==> config.mk <==
export PLATFORM = sky130hd
export DESIGN_NAME = fnwc_ctrl
export DESIGN_NICKNAME = d
export VERILOG_FILES = /design/src/fnwc_pkg.sv /design/src/fnwc_timer.sv /design/src/fnwc_ctrl.sv
export VERILOG_INCLUDE_DIRS = /design/src
export SDC_FILE = /design/constraint.sdc
export NUM_CORES = 1
export LEC_CHECK = 0
export ABC_AREA = 1
export BUFFER_PORTS_ARGS = -buffer_cell sky130_fd_sc_hd__buf_2
export CAP_MARGIN = 20
export CORE_UTILIZATION = 40
export CTS_BUF_LIST = sky130_fd_sc_hd__clkbuf_8
export DETAILED_ROUTE_END_ITERATION = 8
export HOLD_SLACK_MARGIN = 0.1
export MAX_ROUTING_LAYER = met4
export PLACE_DENSITY = 0.67
export SETUP_SLACK_MARGIN = 0.5
export SLEW_MARGIN = 10
export SYNTH_ARGS = -nofsm -noshare
export SYNTH_HDL_FRONTEND = slang
export SYNTH_SLANG_ARGS = --single-unit
==> constraint.sdc <==
create_clock -name REF_CLK -period 3.5 [get_ports REF_CLK]
set_input_delay 0.525 -clock REF_CLK [delete_from_list [all_inputs] [get_ports REF_CLK]]
set_output_delay 0.525 -clock REF_CLK [all_outputs]
set_load 0.05 [all_outputs]
==> src/fnwc_defines.svh <==
// constants for the non-secure flash write control block
// assumes inclusion by bare name from every file that uses its macros
`ifndef FNWC_DEFINES_SVH
`define FNWC_DEFINES_SVH
// ----------------------------------------
// register offsets
// ----------------------------------------
`define FNWC_ADDR_ACCESS_MODE 12'h584
`define FNWC_ADDR_PROTECT_PERM 12'h588
`define FNWC_ADDR_OP_CTRL 12'h590
`define FNWC_ADDR_OP_STATUS 12'h594
// ----------------------------------------
// field values and layout
// ----------------------------------------
`define FNWC_MODE_READ 2'h0
`define FNWC_MODE_WRITE 2'h1
`define FNWC_MODE_ERASE 2'h2
`define FNWC_MODE_MSB 1
`define FNWC_KEY_VALID 28'hafbe5a7
`define FNWC_KEY_LSB 4
`define FNWC_KEY_MSB 31
`define FNWC_PERM_SET_BIT 0
`define FNWC_ACCESS_RESET 2'h0
`define FNWC_OPC_WRITE 0
`define FNWC_OPC_ERASE_PAGE 1
`define FNWC_OPC_ERASE_ALL 2
`define FNWC_OPC_ERASE_PART 3
`define FNWC_PART_MS_LSB 8
`define FNWC_PART_MS_MSB 15
`define FNWC_ZERO_WORD 32'h00000000
// ----------------------------------------
// timing
// ----------------------------------------
`define FNWC_CLK_KHZ 40000
`define FNWC_T_WRITE_US 43
`define FNWC_T_ERASE_PAGE_MS 87
`define FNWC_T_ERASE_ALL_MS 173
`define FNWC_T_PART_SETUP_US 1080
`define FNWC_CNT_W 24
`define FNWC_MIN_OP_CYC 3
`endif

==> src/fnwc_pkg.sv <==
// types for the non-secure flash write control block
// assumes fnwc_defines.svh is compiled alongside
package fnwc_pkg;
    typedef enum logic [1:0] {
        FNWC_OP_IDLE,
        FNWC_OP_BUSY
    } fnwc_op_state_t;
endpackage

==> src/fnwc_timer.sv <==
// one-shot down counter timing a flash operation
// assumes a load pulse and a cycle count from the same clock
`timescale 1ns/1ps
module fnwc_timer #(
    parameter int CNT_W = 24
) (
    // clock and reset
    input wire logic clk,
    input wire logic rst,
    // control
    input wire logic load,
    input wire logic [CNT_W-1:0] cycles,
    output logic done
);
    logic [CNT_W-1:0] cnt_q;
    logic [CNT_W-1:0] cnt_d;
    logic run_q;
    logic run_d;
    logic done_q;
    logic done_d;

    if (CNT_W < 2) begin : g_bad_width
        $error("fnwc_timer: CNT_W too small");
    end

    always_comb begin
        cnt_d = cnt_q;
        run_d = run_q;
        done_d = 1'b0;
        if (load) begin
            cnt_d = cycles;
            run_d = 1'b1;
        end else if (run_q) begin
            if (cnt_q <= {{(CNT_W-1){1'b0}}, 1'b1}) begin
                run_d = 1'b0;
                done_d = 1'b1;
            end else begin
                cnt_d = cnt_q - {{(CNT_W-1){1'b0}}, 1'b1};
            end
        end
    end

    always_ff @(posedge clk or posedge rst) begin
        if (rst) begin
            cnt_q <= '0;
            run_q <= 1'b0;
            done_q <= 1'b0;
        end else begin
            cnt_q <= cnt_d;
            run_q <= run_d;
            done_q <= done_d;
        end
    end

    assign done = done_q;
endmodule

==> src/fnwc_ctrl.sv <==
// non-secure access mode, keyed protection permission and operation timing
// assumes a same-clock register master; one read or write strobe per cycle
//
// The plain strobed port is this design's own decision.
`timescale 1ns/1ps
`include "fnwc_defines.svh"
// Summary of operation
// access mode register is one-hot, at most one bit set, resets to zero
// mode value 0 read only, 1 write enabled, 2 erase enabled
// software keeps write or erase mode only while actually using it
// write or erase mode holds instruction cache invalidated throughout
// keyed write-only register: bit 0 set accepted only with valid key
// software writes a flash word at most twice between erasures
// word write finishes within 43 us, then next write accepted
// page erase finishes within 87 ms
// full array erase finishes within 173 ms
// partial erase adds 1.08 ms setup to its programmed duration
// full erase only acts when erase mode is selected
// not ready while an operation runs; no new operation starts then
module fnwc_ctrl #(
    parameter int T_WRITE_CYC = ((`FNWC_T_WRITE_US * `FNWC_CLK_KHZ) / 1000),
    parameter int T_ERASE_PAGE_CYC = (`FNWC_T_ERASE_PAGE_MS * `FNWC_CLK_KHZ),
    parameter int T_ERASE_ALL_CYC = (`FNWC_T_ERASE_ALL_MS * `FNWC_CLK_KHZ),
    parameter int T_PART_SETUP_CYC = ((`FNWC_T_PART_SETUP_US * `FNWC_CLK_KHZ) / 1000),
    parameter int MS_CYC = `FNWC_CLK_KHZ
) (
    // clock and reset
    input wire logic REF_CLK,
    input wire logic RST,
    // register port
    input wire logic [11:0] ADDR,
    input wire logic [31:0] WDATA,
    input wire logic WR,
    input wire logic RD,
    output logic [31:0] RDATA,
    // status to the system
    output logic ICACHE_INVALIDATE,
    output logic DEBUG_PROTECT_PERMIT,
    output logic READY,
    output logic OP_DONE
);
    localparam int CNT_W = `FNWC_CNT_W;
    localparam int PART_MS_MAX = (1 << (`FNWC_PART_MS_MSB - `FNWC_PART_MS_LSB + 1)) - 1;
    localparam int PART_MAX_CYC = T_PART_SETUP_CYC + PART_MS_MAX * MS_CYC;

    // ----------------------------------------
    // parameter checks
    // ----------------------------------------
    // every operation stays busy for a few cycles so status readers can see it
    if (T_WRITE_CYC < `FNWC_MIN_OP_CYC || T_ERASE_PAGE_CYC < `FNWC_MIN_OP_CYC ||
        T_ERASE_ALL_CYC < `FNWC_MIN_OP_CYC || T_PART_SETUP_CYC < `FNWC_MIN_OP_CYC) begin : g_short_op
        $error("fnwc_ctrl: operation counts below the minimum busy span");
    end

    if (MS_CYC < 1) begin : g_no_ms
        $error("fnwc_ctrl: millisecond count must be positive");
    end

    // one shared counter, so the longest operation sets its width
    if (T_WRITE_CYC >= (1 << CNT_W) || T_ERASE_PAGE_CYC >= (1 << CNT_W) ||
        T_ERASE_ALL_CYC >= (1 << CNT_W) || PART_MAX_CYC >= (1 << CNT_W)) begin : g_wide_op
        $error("fnwc_ctrl: timing counts do not fit the timer");
    end

    // ----------------------------------------
    // state and strobes
    // ----------------------------------------
    logic [1:0] mode_q;
    logic [1:0] mode_d;
    logic perm_q;
    logic perm_d;
    logic [31:0] rdata_q;
    logic [31:0] rdata_d;
    logic inval_q;
    logic inval_d;
    logic ready_q;
    logic ready_d;
    logic done_q;
    logic done_d;
    fnwc_pkg::fnwc_op_state_t st_q;
    fnwc_pkg::fnwc_op_state_t st_d;
    logic wr_mode;
    logic wr_perm;
    logic wr_op;
    logic rd_mode;
    logic rd_status;
    logic key_ok;
    logic load;
    logic [CNT_W-1:0] load_cyc;
    logic tmr_done;

    // ----------------------------------------
    // helpers
    // ----------------------------------------
    function automatic logic [CNT_W-1:0] to_cnt(input int c);
        return c[CNT_W-1:0];
    endfunction

    function automatic logic addr_hit(input logic [11:0] a, input logic [11:0] target);
        return a == target;
    endfunction

    function automatic logic [1:0] one_hot_mode(input logic [1:0] v, input logic [1:0] old);
        // two bits set is refused so the field never leaves one-hot
        if (v == `FNWC_MODE_READ || v == `FNWC_MODE_WRITE || v == `FNWC_MODE_ERASE) begin
            return v;
        end
        return old;
    endfunction

    function automatic logic mode_opens(input logic [1:0] v);
        if (v == `FNWC_MODE_WRITE || v == `FNWC_MODE_ERASE) begin
            return 1'b1;
        end
        return 1'b0;
    endfunction

    // a command only starts when the access mode matches its kind
    function automatic logic op_start(input logic [31:0] cmd, input logic [1:0] mode);
        if (mode == `FNWC_MODE_WRITE && cmd[`FNWC_OPC_WRITE]) begin
            return 1'b1;
        end
        if (mode == `FNWC_MODE_ERASE) begin
            return cmd[`FNWC_OPC_ERASE_PAGE] || cmd[`FNWC_OPC_ERASE_ALL] || cmd[`FNWC_OPC_ERASE_PART];
        end
        return 1'b0;
    endfunction

    function automatic logic [CNT_W-1:0] op_cycles(input logic [31:0] cmd, input logic [1:0] mode);
        logic [CNT_W-1:0] c;
        c = '0;
        if (cmd[`FNWC_OPC_WRITE] && mode == `FNWC_MODE_WRITE) begin
            c = to_cnt(T_WRITE_CYC);
        end else if (cmd[`FNWC_OPC_ERASE_PAGE] && mode == `FNWC_MODE_ERASE) begin
            c = to_cnt(T_ERASE_PAGE_CYC);
        end else if (cmd[`FNWC_OPC_ERASE_ALL] && mode == `FNWC_MODE_ERASE) begin
            c = to_cnt(T_ERASE_ALL_CYC);
        end else if (cmd[`FNWC_OPC_ERASE_PART] && mode == `FNWC_MODE_ERASE) begin
            // setup overhead added to the programmed milliseconds
            c = to_cnt(T_PART_SETUP_CYC + int'(cmd[`FNWC_PART_MS_MSB:`FNWC_PART_MS_LSB]) * MS_CYC);
        end
        return c;
    endfunction

    // ----------------------------------------
    // strobe decode
    // ----------------------------------------
    always_comb begin
        wr_mode = WR && addr_hit(ADDR, `FNWC_ADDR_ACCESS_MODE);
        wr_perm = WR && addr_hit(ADDR, `FNWC_ADDR_PROTECT_PERM);
        wr_op = WR && addr_hit(ADDR, `FNWC_ADDR_OP_CTRL);
        rd_mode = RD && addr_hit(ADDR, `FNWC_ADDR_ACCESS_MODE);
        rd_status = RD && addr_hit(ADDR, `FNWC_ADDR_OP_STATUS);
        key_ok = (WDATA[`FNWC_KEY_MSB:`FNWC_KEY_LSB] == `FNWC_KEY_VALID);
    end

    // ----------------------------------------
    // access mode
    // ----------------------------------------
    always_comb begin
        mode_d = mode_q;
        // no mode change under a running operation
        if (wr_mode && st_q == fnwc_pkg::FNWC_OP_IDLE) begin
            mode_d = one_hot_mode(WDATA[`FNWC_MODE_MSB:0], mode_q);
        end
    end

    always_ff @(posedge REF_CLK or posedge RST) begin
        if (RST) begin
            mode_q <= `FNWC_ACCESS_RESET;
        end else begin
            mode_q <= mode_d;
        end
    end

    // ----------------------------------------
    // protection permission
    // ----------------------------------------
    always_comb begin
        perm_d = perm_q;
        // sticky until reset: software has no path to clear it
        if (wr_perm && key_ok && WDATA[`FNWC_PERM_SET_BIT]) begin
            perm_d = 1'b1;
        end
    end

    always_ff @(posedge REF_CLK or posedge RST) begin
        if (RST) begin
            perm_q <= 1'b0;
        end else begin
            perm_q <= perm_d;
        end
    end

    // ----------------------------------------
    // operation sequencer
    // ----------------------------------------
    always_comb begin
        st_d = st_q;
        load = 1'b0;
        load_cyc = '0;
        unique case (st_q)
            fnwc_pkg::FNWC_OP_IDLE: begin
                if (wr_op && op_start(WDATA, mode_q)) begin
                    load = 1'b1;
                    load_cyc = op_cycles(WDATA, mode_q);
                    st_d = fnwc_pkg::FNWC_OP_BUSY;
                end
            end
            fnwc_pkg::FNWC_OP_BUSY: begin
                // further starts are ignored until the timer ends
                if (tmr_done) begin
                    st_d = fnwc_pkg::FNWC_OP_IDLE;
                end
            end
        endcase
    end

    always_ff @(posedge REF_CLK or posedge RST) begin
        if (RST) begin
            st_q <= fnwc_pkg::FNWC_OP_IDLE;
        end else begin
            st_q <= st_d;
        end
    end

    // ----------------------------------------
    // read data
    // ----------------------------------------
    always_comb begin
        rdata_d = `FNWC_ZERO_WORD;
        // unmapped and write-only addresses read as zero
        if (rd_mode) begin
            rdata_d = {30'h00000000, mode_q};
        end else if (rd_status) begin
            rdata_d = {31'h00000000, st_q == fnwc_pkg::FNWC_OP_IDLE};
        end
    end

    always_ff @(posedge REF_CLK or posedge RST) begin
        if (RST) begin
            rdata_q <= `FNWC_ZERO_WORD;
        end else begin
            rdata_q <= rdata_d;
        end
    end

    // ----------------------------------------
    // status outputs
    // ----------------------------------------
    always_comb begin
        inval_d = mode_opens(mode_d);
        ready_d = (st_d == fnwc_pkg::FNWC_OP_IDLE);
        done_d = (st_q == fnwc_pkg::FNWC_OP_BUSY) && tmr_done;
    end

    always_ff @(posedge REF_CLK or posedge RST) begin
        if (RST) begin
            inval_q <= 1'b0;
            ready_q <= 1'b1;
            done_q <= 1'b0;
        end else begin
            inval_q <= inval_d;
            ready_q <= ready_d;
            done_q <= done_d;
        end
    end

    // ----------------------------------------
    // operation timer
    // ----------------------------------------
    fnwc_timer #(
        .CNT_W(CNT_W)
    ) u_timer (
        .clk(REF_CLK),
        .rst(RST),
        .load(load),
        .cycles(load_cyc),
        .done(tmr_done)
    );

    assign RDATA = rdata_q;
    assign ICACHE_INVALIDATE = inval_q;
    assign DEBUG_PROTECT_PERMIT = perm_q;
    assign READY = ready_q;
    assign OP_DONE = done_q;
endmodule

; Word-level counts from Yosys, hierarchy flattened
; Index checks and enable logic that the tools add are counted.
[word_totals]
wordCells = 91
out_inout_bits = 36
input_bits = 48
regBits = 66
[op_classes]
n_lt_le_gt_ge = 1
n_mux = 40
n_addsub = 2
n_reduce_logical = 24
eq_ne = 13
mul = 1
[ops]
columns = cell, count
row1 = 2-to-1 mux 24 bit, 9
row2 = "== test 12 x 11 -> 1 bit, second input constant", 4
row3 = "== test 28 bit, second input constant", 1
row4 = "adder 16 x 24 -> 24 bit, first input constant", 1
row5 = "less-or-equal comparator 24 x 1 -> 1 bit, second input constant", 1
row6 = 2-to-1 mux 1 bit, 24
row7 = "subtractor 24 x 1 -> 24 bit, second input constant", 1
row8 = "multiplier 8 x 10 -> 18 bit, second input constant", 1
row9 = logical AND 1 bit, 14
row10 = 2-to-1 mux 2 bit, 6
row11 = "== test 2 x 1 -> 1 bit, second input constant", 4
row12 = "== test 2 bit, second input constant", 3
row13 = zero test 2 bit, 3
row14 = logical OR 1 bit, 5
row15 = case mux 2 bit (2 select lines), 1
row16 = "inequality test 2 bit, second input constant", 1
row17 = AND reduction 2 bit, 1
row18 = nonzero test 2 bit, 1

; Logic depth before layout (Yosys ltp)
; Gate-level depths: netlist (run 1).
[depth]
word_depth = 14
mapped_depth = 24

; Cells and area by module
; From an unflattened synthesis (run 1), not the netlist that was laid out.
[hier_totals]
cells_unflattened = 744
area_unflattened_um2 = 4824.6
[modules_own_cells]
columns = module, cells_per_inst, area_each_um2, instances
row1 = fnwc_ctrl, 421, 2795.2, 1
row2 = fnwc_timer, 323, 2029.4, 1

; Worst setup path after synthesis (run 1)
; OpenSTA, ideal clock, no wires.
[synth_timing]
kind = input-to-reg
from = input WDATA[13]
to = register u_timer.cnt_q[23]
required_ns = 3.377
stages = 18
path_buffers = 0
setup_slack_ns = -0.458
arrival_ns = 3.836
setup_ns = 0.123
cell_sequence = fa_1 > fa_1 > ha_1 > inv_1 > fa_1 > inv_1 > ha_1 > nand2_1 > inv_1 > a21oi_1 > nand3_1 > nand2_4 > nand2_4 > nor2_4 > nand3_1 > or2_1 > nand3_2 > a21oi_2
[synth_via]
elab_chain_len = 9
[synth_rtl]
columns = element, line_no
row1 = "start, declared", fnwc_ctrl.sv:32  ; input wire logic [31:0] WDATA,
row2 = multiplier 8 x 10 -> 18 bit, fnwc_ctrl.sv:140  ; c = to_cnt(T_PART_SETUP_CYC + int'(cmd[`FNWC_PART_MS_MSB:`FNWC_PART_MS_LSB]) * MS_CYC);
row3 = adder 16 x 24 -> 24 bit, fnwc_ctrl.sv:140
row4 = 2-to-1 mux 24 bit, fnwc_ctrl.sv:138  ; end else if (cmd[`FNWC_OPC_ERASE_PART] && mode == `FNWC_MODE_ERASE) begin
row5 = 2-to-1 mux 24 bit, fnwc_ctrl.sv:136  ; end else if (cmd[`FNWC_OPC_ERASE_ALL] && mode == `FNWC_MODE_ERASE) begin
row6 = 2-to-1 mux 24 bit, fnwc_ctrl.sv:134  ; end else if (cmd[`FNWC_OPC_ERASE_PAGE] && mode == `FNWC_MODE_ERASE) begin
row7 = 2-to-1 mux 24 bit, fnwc_ctrl.sv:132  ; if (cmd[`FNWC_OPC_WRITE] && mode == `FNWC_MODE_WRITE) begin
row8 = 2-to-1 mux 24 bit, fnwc_ctrl.sv:204  ; if (wr_op && op_start(WDATA, mode_q)) begin
row9 = 2-to-1 mux 24 bit, fnwc_ctrl.sv:202  ; unique case (st_q)
row10 = 2-to-1 mux 24 bit, fnwc_timer.sv:30  ; if (load) begin
row11 = "end signal, assigned", fnwc_timer.sv:49  ; cnt_q <= cnt_d;
row12 = "end, declared", fnwc_timer.sv:15  ; logic [CNT_W-1:0] cnt_q;
; Every way passes these cells.
; A chain may end at the register's enable or synchronous reset.

; Worst setup path in the final report (run 1)
[layout_timing]
from = input WDATA[10]
to = register u_timer.cnt_q[23]
; The elaborated chain is that of the path after synthesis.

==> metrics.log, run 1 <==
[metrics] failing checks: setup timing
[metrics] setup slack of the worst register-to-register path: 1.10 ns
[metrics] Total Power: 0.002645 W
[metrics] maximum number of pins on one net before global-route repair: 27
[metrics] sequential power share: 0.157
[metrics] Die Width: 107.7 µm
[metrics] net load switching power: 0.001218 W
[metrics] clock insertion delay at the later pin of the skew report: 0.29 ns
[metrics] number of failing hold endpoints at the final stage: 0
[metrics] VDD IR-drop max: 458.4 µV
[metrics] Final Cycle Share: 1.061
[metrics] Clock Skew: 0.004727 ns
[metrics] post-detailed-route count of antenna-violating nets: 0
[metrics] max cap viols: 0
[metrics] IO buf count: 53
[metrics] H-tree Lvls: 2
[metrics] final-report max-slew violation count: 0
[metrics] cts-stage hold buffer count: 0
[metrics] Seq/Total Area, Yosys: 0.2019
[metrics] antenna cell count: 0
[metrics] run status: complete, but fails checks
[metrics] number of global-route vias before repair: 4,428
[metrics] Die Footprint: 11,600 µm²
[metrics] RR Endpoint: u_timer.cnt_q[23]$_DFFE_PP0P_
[metrics] gate count after technology mapping: 643
[metrics] DPL Wire Length: 9416 µm
[metrics] boundary pin count: 84
[metrics] achievable frequency: 0.2693 GHz
[metrics] power density normalized to cell area: 458.4 nW/µm²
[metrics] number of buffers on the longest clock path: 2
[metrics] Die Span Y: 107.7 µm
[metrics] fraction of final layout cells sized beyond drive strength 1: 0.3342
[metrics] area delta synth->final: 29.15%
[metrics] cell at the root of the clock tree: clkbuf_8
[metrics] clock transition at the registers of the reported paths: 0.07 ns
[metrics] antenna violations before repair: 0
[metrics] area of the core region: 10,840 µm²
[metrics] actual transition at the worst max-transition pin: 0.9354 ns
[metrics] Post-Synthesis Cell Area: 4468 µm²
[metrics] proportion of total power due to net switching: 0.4604
[metrics] unrepaired setup endpoints after global routing: yes
[metrics] startpoint of the worst-slack reg-to-reg timing path: u_timer.cnt_q[0]$_DFFE_PP0P_
[metrics] Yosys reg bits: 36
[metrics] clock tree from TritonCTS: done
[metrics] Primary FF master, synth: dfrtp_1
[metrics] internal power summed over all cells: 0.001428 W
[metrics] classification of the worst-slack hold path: primary input to async pin
[metrics] number of distinct library cells after synthesis: 52
[metrics] number of rows in the core area: 38
[metrics] global placer's final weighted congestion: 0.9191
[metrics] total wirelength of the detailed-routed design: 11,830 µm
[metrics] sink count of the clock tree: 36
[metrics] maximum fanout along the worst path: 4
[metrics] via count: 4,439
[metrics] count of cells along the worst register-to-register path: 10
[metrics] Final Hold Slack: 0.4310 ns
[metrics] overall global routing resource usage: 0.2171
[metrics] number of flops mapped to enable cells by yosys: 0
[metrics] Setup Crit Path Kind: primary input to register
[metrics] Combinational Power Share: 0.725
[metrics] required time at the endpoint of the critical path: 3.68 ns
[metrics] final worst-path setup slack: -0.2138 ns
[metrics] number of cells after detailed placement: 882
[metrics] starting density of the core: 0.4122
[metrics] post-layout instance count excluding filler cells: 897
[metrics] Synthesis Warnings: 0
[metrics] sum of overflow across all layers after global routing: 0
[metrics] routed len/inst: 13.19 µm
[metrics] first-pass detailed-route iteration total: 4
[metrics] average vias per placed instance: 4.949
[metrics] first-pass GRT wire length: 19,640 µm
[metrics] Iteration-0 DRC Markers: 204
[metrics] clock period minus worst slack: 3.714 ns
[metrics] Post-route DRC: 0
[metrics] number of buffers added by the clock tree synthesis step: 5
[metrics] relative max-transition margin: 0.3757
[metrics] Clock Power Share: 0.118
[metrics] Setup violations, final: 10
[metrics] Leak: 3.008 nW
[metrics] net count reported at finish: 861
[metrics] syn avg cell area: 6.949 µm²
[metrics] critical path capture point type: register
[metrics] share of synthesized registers carrying an async set or reset: 1.000
[metrics] Crit path arrival time: 3.90 ns
[metrics] sort of element at the start of the critical path: primary input
cell usage after synthesis, drive strengths merged, types with 7 or more instances:
master	instances	area, µm²
xnor2	7	68.82
nand3	41	210.2
inv	102	382.9
nor2	79	351.6
xor2	10	87.58
buf	34	254.0
ha	45	563.0
nor4	8	77.57
dfrtp	35	875.8
o21ai	31	158.9
nand2	156	660.6
nor3	11	60.06
fa	12	240.2
nand4	12	87.58
a21oi	25	128.9
cell type report:
cell class                 count  area, µm²
clock buffer                   6      82.58
clock inverter                 2      10.01
fill                        1055       5070
inverter                     104      405.4
multi-input combinational    497       3405
sequential                    36      902.1
tap                          140      175.2
timing repair buffer         112      790.8
routing by layer:
layer | track usage | up-vias | part of all wire
li1 | - | 2239 | -
met1 | 0.2448 | 2084 | 0.42
met3 | 0.02724 | 20 | 0.040
met2 | 0.4025 | 96 | 0.53
met5 | - | - | 0
met4 | 0.05479 | 0 | 0.014
layout by cell type (no fill, tap or decap), drive strengths merged, types with 6 or more instances in the layout:
cell type / instances
ha: 45
o21ai: 31
nand3: 41
xor2: 10
buf: 112
dfrtp: 35
nor2: 79
nand2: 156
xnor2: 7
inv: 102
nor3: 11
conb: 30
a21oi: 25
nor4: 8
fa: 12
nand4: 12
clkbuf: 6
flip-flops by register name, summed over array words and instances, names as in the netlist:
signal,count
u_timer.cnt_q,24
ICACHE_INVALIDATE,1
OP_DONE,1
mode_q,2
DEBUG_PROTECT_PERMIT,1
st_q,2
READY,1
u_timer.done,1
u_timer.run_q,1
RDATA,2
stage by stage:
stage	cell area (µm²)	TNS (ns)	util	setup WS (ns)
floorplan	4682	-0.7908	-	-0.2567
CTS	5548	-1.820	0.5118	-0.2580
finish	5771	-1.158	0.5323	-0.2138
global route	5771	-2.829	0.5323	-0.3990
detailed placement	5255	-5.086	0.4848	-0.6106
global placement	5255	-4.409	0.4848	-0.5360
critical path, cell delays in order:
cell and delay [ns]:
buf_12 0.09, inv_12 0.03, ha_4 0.24, inv_2 0.03, ha_4 0.25, inv_2 0.03, fa_1 0.45, fa_1 0.51
fa_2 0.58, nand2_1 0.08, inv_2 0.08, nand2_1 0.05, nor2_1 0.09, nand2_1 0.08, nand3_2 0.09, nand2_2 0.08
nor2_4 0.16, nand3_2 0.09, or2_1 0.22, nand3_2 0.07, a21oi_2 0.05
power groups by stage:
stage	registers [W]	logic, W	clock network (W)
3_3_place_gp	0.000424	0.00150	0
3_5_place_dp	0.000424	0.00153	0
2_1_floorplan	0.000424	0.00105	0
6_report	0.000416	0.00192	0.000312
4_1_cts	0.000416	0.00174	0.000315
5_1_grt	0.000416	0.00209	0.000335
how the worst max path moves through the flow:
stage                                     to  cells past startpoint  startpoint
6_report       u_timer.cnt_q[23]$_DFFE_PP0P_                     21   WDATA[10]
5_1_grt        u_timer.cnt_q[23]$_DFFE_PP0P_                     21   WDATA[10]
4_1_cts        u_timer.cnt_q[23]$_DFFE_PP0P_                     20   WDATA[14]
3_5_place_dp   u_timer.cnt_q[23]$_DFFE_PP0P_                     19   WDATA[14]
3_3_place_gp   u_timer.cnt_q[23]$_DFFE_PP0P_                     18   WDATA[14]
2_1_floorplan  u_timer.cnt_q[23]$_DFFE_PP0P_                     19   WDATA[15]
cell families after synthesis:
kind of cell,count (synthesis),share of synthesized area
XOR/XNOR,17,0.03500
flip-flops,36,0.2019
buffers and inverters,139,0.1451
adder cells (fa/ha/maj),57,0.1798
other,1,0.0008393
AO/OA/AOI/OAI,73,0.09269
AND/OR/NAND/NOR,320,0.3447
what timing repair did:
action | in CTS | in global routing
setup buffers | 3 | 4
endpoints found under the setup margin | 11 | 11
gates cloned | 0 | 0
pin swaps | 45 | 36
gates resized for setup | 44 | 47
(Power assumes the default switching activity.)
==> inputs of run 2 (changes only) <==
--- a/config.mk
+++ b/config.mk
@@ -15,7 +15,6 @@
 export HOLD_SLACK_MARGIN = 0.1
 export MAX_ROUTING_LAYER = met4
 export PLACE_DENSITY = 0.67
-export SETUP_SLACK_MARGIN = 0.5
 export SLEW_MARGIN = 10
 export SYNTH_ARGS = -nofsm -noshare
 export SYNTH_HDL_FRONTEND = slang
==> run 2 against run 1 <==
The flow still finishes with violations (setup timing). Sequential power is essentially flat. Largest power group unchanged. Critical path type unchanged. Critical path depth shrank 1. Worst hold slack lost 0.19 ns.
==> metrics.log, run 2 (synthesis gave the netlist of run 1 again) <==
[metrics] Filler Cells Inserted: 1,020 (-3.3%)
[metrics] starting density of the core: 0.4122 (unchanged)
[metrics] launch point of the critical path: WDATA[15]
[metrics] first-pass GRT wire length: 19,610 µm (-0.18%)
[metrics] Post-route DRC: 0 (unchanged)
[metrics] via count: 4,419 (-0.45%)
[metrics] Crit path arrival time: 3.91 ns (about the same)
[metrics] overall global routing resource usage: 0.2166 (-0.0004552)
[metrics] unrepaired setup endpoints after global routing: yes
[metrics] classification of the worst-slack hold path: primary input to async pin
[metrics] commonest cells after routing, fill and taps aside: nand2_1, inv_1, nor2_1
[metrics] area delta synth->final: 27.61%
[metrics] Clock Power Share: 0.141 (+0.023)
[metrics] total wirelength of the detailed-routed design: 11,750 µm (-0.68%)
[metrics] total negative setup slack: -1.258 ns (-0.09957 ns)
[metrics] clock transition at the registers of the reported paths: 0.08 ns (about the same)
[metrics] internal power summed over all cells: 0.001489 W (+4.3%)
[metrics] critical path capture point type: register
[metrics] routed len/inst: 13.06 µm (-1.0%)
[metrics] DPL Wire Length: 9524 µm (+1.1%)
[metrics] first-pass detailed-route iteration total: 4 (unchanged)
[metrics] antenna violations before repair: 0 (unchanged)
[metrics] post-detailed-route count of antenna-violating nets: 0 (unchanged)
[metrics] global placer's final weighted congestion: 0.9329 (+1.5%)
[metrics] Die Footprint: 11,600 µm² (unchanged)
[metrics] sequential power share: 0.156 (about the same)
[metrics] Setup violations, final: 8 (-2)
[metrics] Iteration-0 DRC Markers: 231 (+13%)
[metrics] Die Width: 107.7 µm (unchanged)
[metrics] antenna cell count: 0 (unchanged)
[metrics] clock tree from TritonCTS: done
[metrics] net load switching power: 0.001174 W (-3.6%)
[metrics] sort of element at the start of the critical path: primary input
[metrics] number of failing hold endpoints at the final stage: 0 (unchanged)
[metrics] sum of overflow across all layers after global routing: 0 (unchanged)
[metrics] Clock Skew: 0.009013 ns (+0.004286 ns)
[metrics] post-placement worst setup slack: -0.6180 ns (-0.007344 ns)
[metrics] clock period minus worst slack: 3.723 ns (+0.009098 ns)
[metrics] cts-stage hold buffer count: 0 (unchanged)
[metrics] Final Cycle Share: 1.064 (+0.002599)
[metrics] IO buf count: 53 (unchanged)
[metrics] clock insertion delay at the later pin of the skew report: 0.30 ns (about the same)
[metrics] flip-flop count of the largest register, all copies and words added: 24 (unchanged)
[metrics] run status: complete, but fails checks
[metrics] Combinational Power Share: 0.703 (-0.022)
[metrics] maximum fanout along the worst path: 4 (unchanged)
[metrics] Leak: 3.014 nW (+0.21%)
[metrics] H-tree Lvls: 2 (unchanged)
[metrics] number of buffers on the longest clock path: 2 (unchanged)
[metrics] net count reported at finish: 864 (+0.35%)
[metrics] sink count of the clock tree: 36 (unchanged)
[metrics] relative max-transition margin: 0.6506 (+0.2749)
[metrics] power density normalized to cell area: 467.2 nW/µm² (+1.9%)
[metrics] Setup Crit Path Kind: primary input to register
[metrics] proportion of total power due to net switching: 0.4409 (-0.01952)
[metrics] number of buffers added by the clock tree synthesis step: 5 (unchanged)
[metrics] most frequent standard cell in the layout excluding fill and tap cells: nand2_1
[metrics] average vias per placed instance: 4.910 (-0.78%)
[metrics] final-report max-slew violation count: 0 (unchanged)
[metrics] VDD IR-drop max: 360.3 µV (-21%)
[metrics] area of the core region: 10,840 µm² (unchanged)
[metrics] achievable frequency: 0.2686 GHz (-0.24%)
[metrics] cell at the root of the clock tree: clkbuf_8
[metrics] required time at the endpoint of the critical path: 3.68 ns (about the same)
[metrics] final worst-path setup slack: -0.2229 ns (-0.009098 ns)
[metrics] failing checks: setup timing
[metrics] number of global-route vias before repair: 4,418 (-0.23%)
[metrics] boundary pin count: 84 (unchanged)
[metrics] Top reg by flops: u_timer.cnt_q
[metrics] number of rows in the core area: 38 (unchanged)
[metrics] maximum number of pins on one net before global-route repair: 27 (unchanged)
[metrics] max cap viols: 0 (unchanged)
[metrics] actual transition at the worst max-transition pin: 0.5235 ns (-0.4119 ns)
[metrics] fraction of final layout cells sized beyond drive strength 1: 0.3118 (-0.02237)
[metrics] startpoint of the worst-slack reg-to-reg timing path: u_timer.cnt_q[0]$_DFFE_PP0P_
[metrics] Die Span Y: 107.7 µm (unchanged)
==> run 2: cell count changes in the layout (fill, tap and decap cells not counted), moves of 3 or more <==
cell / delta
nand2_2: -9
nand2_1: +8
buf_4: +6
a21oi_1: +3
a21oi_2: -3
nand3_1: +3
==> run 2: path summary, 6_finish.rpt <==
kind / cells past startpoint / endpoint / slack, ns
setup reg to reg: 10 / u_timer.cnt_q[20]$_DFFE_PP0P_ / 1.08
hold reg to reg: 2 / DEBUG_PROTECT_PERMIT$_DFFE_PP0P_ / 0.46
setup / recovery: 20 / u_timer.cnt_q[23]$_DFFE_PP0P_ / -0.22
max in group asynchronous: 4 / u_timer.cnt_q[17]$_DFFE_PP0P_ / 2.52
min in group REF_CLK: 2 / DEBUG_PROTECT_PERMIT$_DFFE_PP0P_ / 0.46
hold / removal: 2 / OP_DONE$_DFF_PP0_ / 0.24
==> run 2: through the flow <==
step                      instance area, µm²  utilization  total power (W)  cells  hold slack (ns)
after global placement                  5246       0.4840         0.001913    884           0.4430
after floorplan                         4658            -         0.001457    672           0.4350
after global routing                    5702       0.5260         0.002860    900           0.2869
after detailed placement                5246       0.4840         0.001944    884           0.4503
final                                   5702       0.5260         0.002664    900           0.2408
after CTS                               5520       0.5092         0.002480    896           0.4617
==> run 2: repair_timing <==
| action | CTS | global route |
|---|---|---|
| gates resized for setup | 34 | 38 |
| setup endpoints to repair | 10 | 10 |
| pin swaps | 24 | 22 |
| hold endpoints to repair | 0 | 0 |
| setup buffers | 4 | 4 |
==> run 2: routing by layer <==
| layer | track usage | wire [µm] |
|---|---|---|
| met1 | 0.2461 | 4970 |
| met2 | 0.4020 | 6219 |
| met3 | 0.02724 | 395 |
| met4 | 0.04892 | 166 |
| met5 | - | 0 |
==> run 2: final cells by class <==
type / count / area (µm²) / area share
Inverter: 104 / 395.4 / 0.06934
Tap cell: 140 / 175.2 / 0.03072
Timing Repair Buffer: 115 / 788.3 / 0.1382
Clock inverter: 3 / 42.54 / 0.007461
Clock buffer: 5 / 68.82 / 0.01207
Multi-Input combinational cell: 497 / 3329 / 0.5839
Sequential cell: 36 / 902.1 / 0.1582
==> run 2: power by group through the flow <==
| stage | clock network (W) | logic, W | registers [W] |
|---|---|---|---|
| 2_1_floorplan | 0 | 0.00103 | 0.000424 |
| 3_3_place_gp | 0 | 0.00149 | 0.000424 |
| 3_5_place_dp | 0 | 0.00152 | 0.000424 |
| 4_1_cts | 0.000378 | 0.00169 | 0.000416 |
| 5_1_grt | 0.000399 | 0.00205 | 0.000416 |
| 6_report | 0.000375 | 0.00187 | 0.000416 |
==> run 2: worst max-delay path, cell delays in order <==
cell,delay [ns]
buf_6,0.10
fa_1,0.57
fa_1,0.43
ha_1,0.30
inv_2,0.04
fa_1,0.48
inv_2,0.04
ha_4,0.30
nand2_4,0.06
inv_2,0.07
nand3_2,0.10
nand2_1,0.08
nand2_1,0.07
nand2_2,0.09
nand2_4,0.07
nor2_4,0.14
nand3_2,0.09
or2_1,0.24
nand3_2,0.06
a21oi_2,0.05
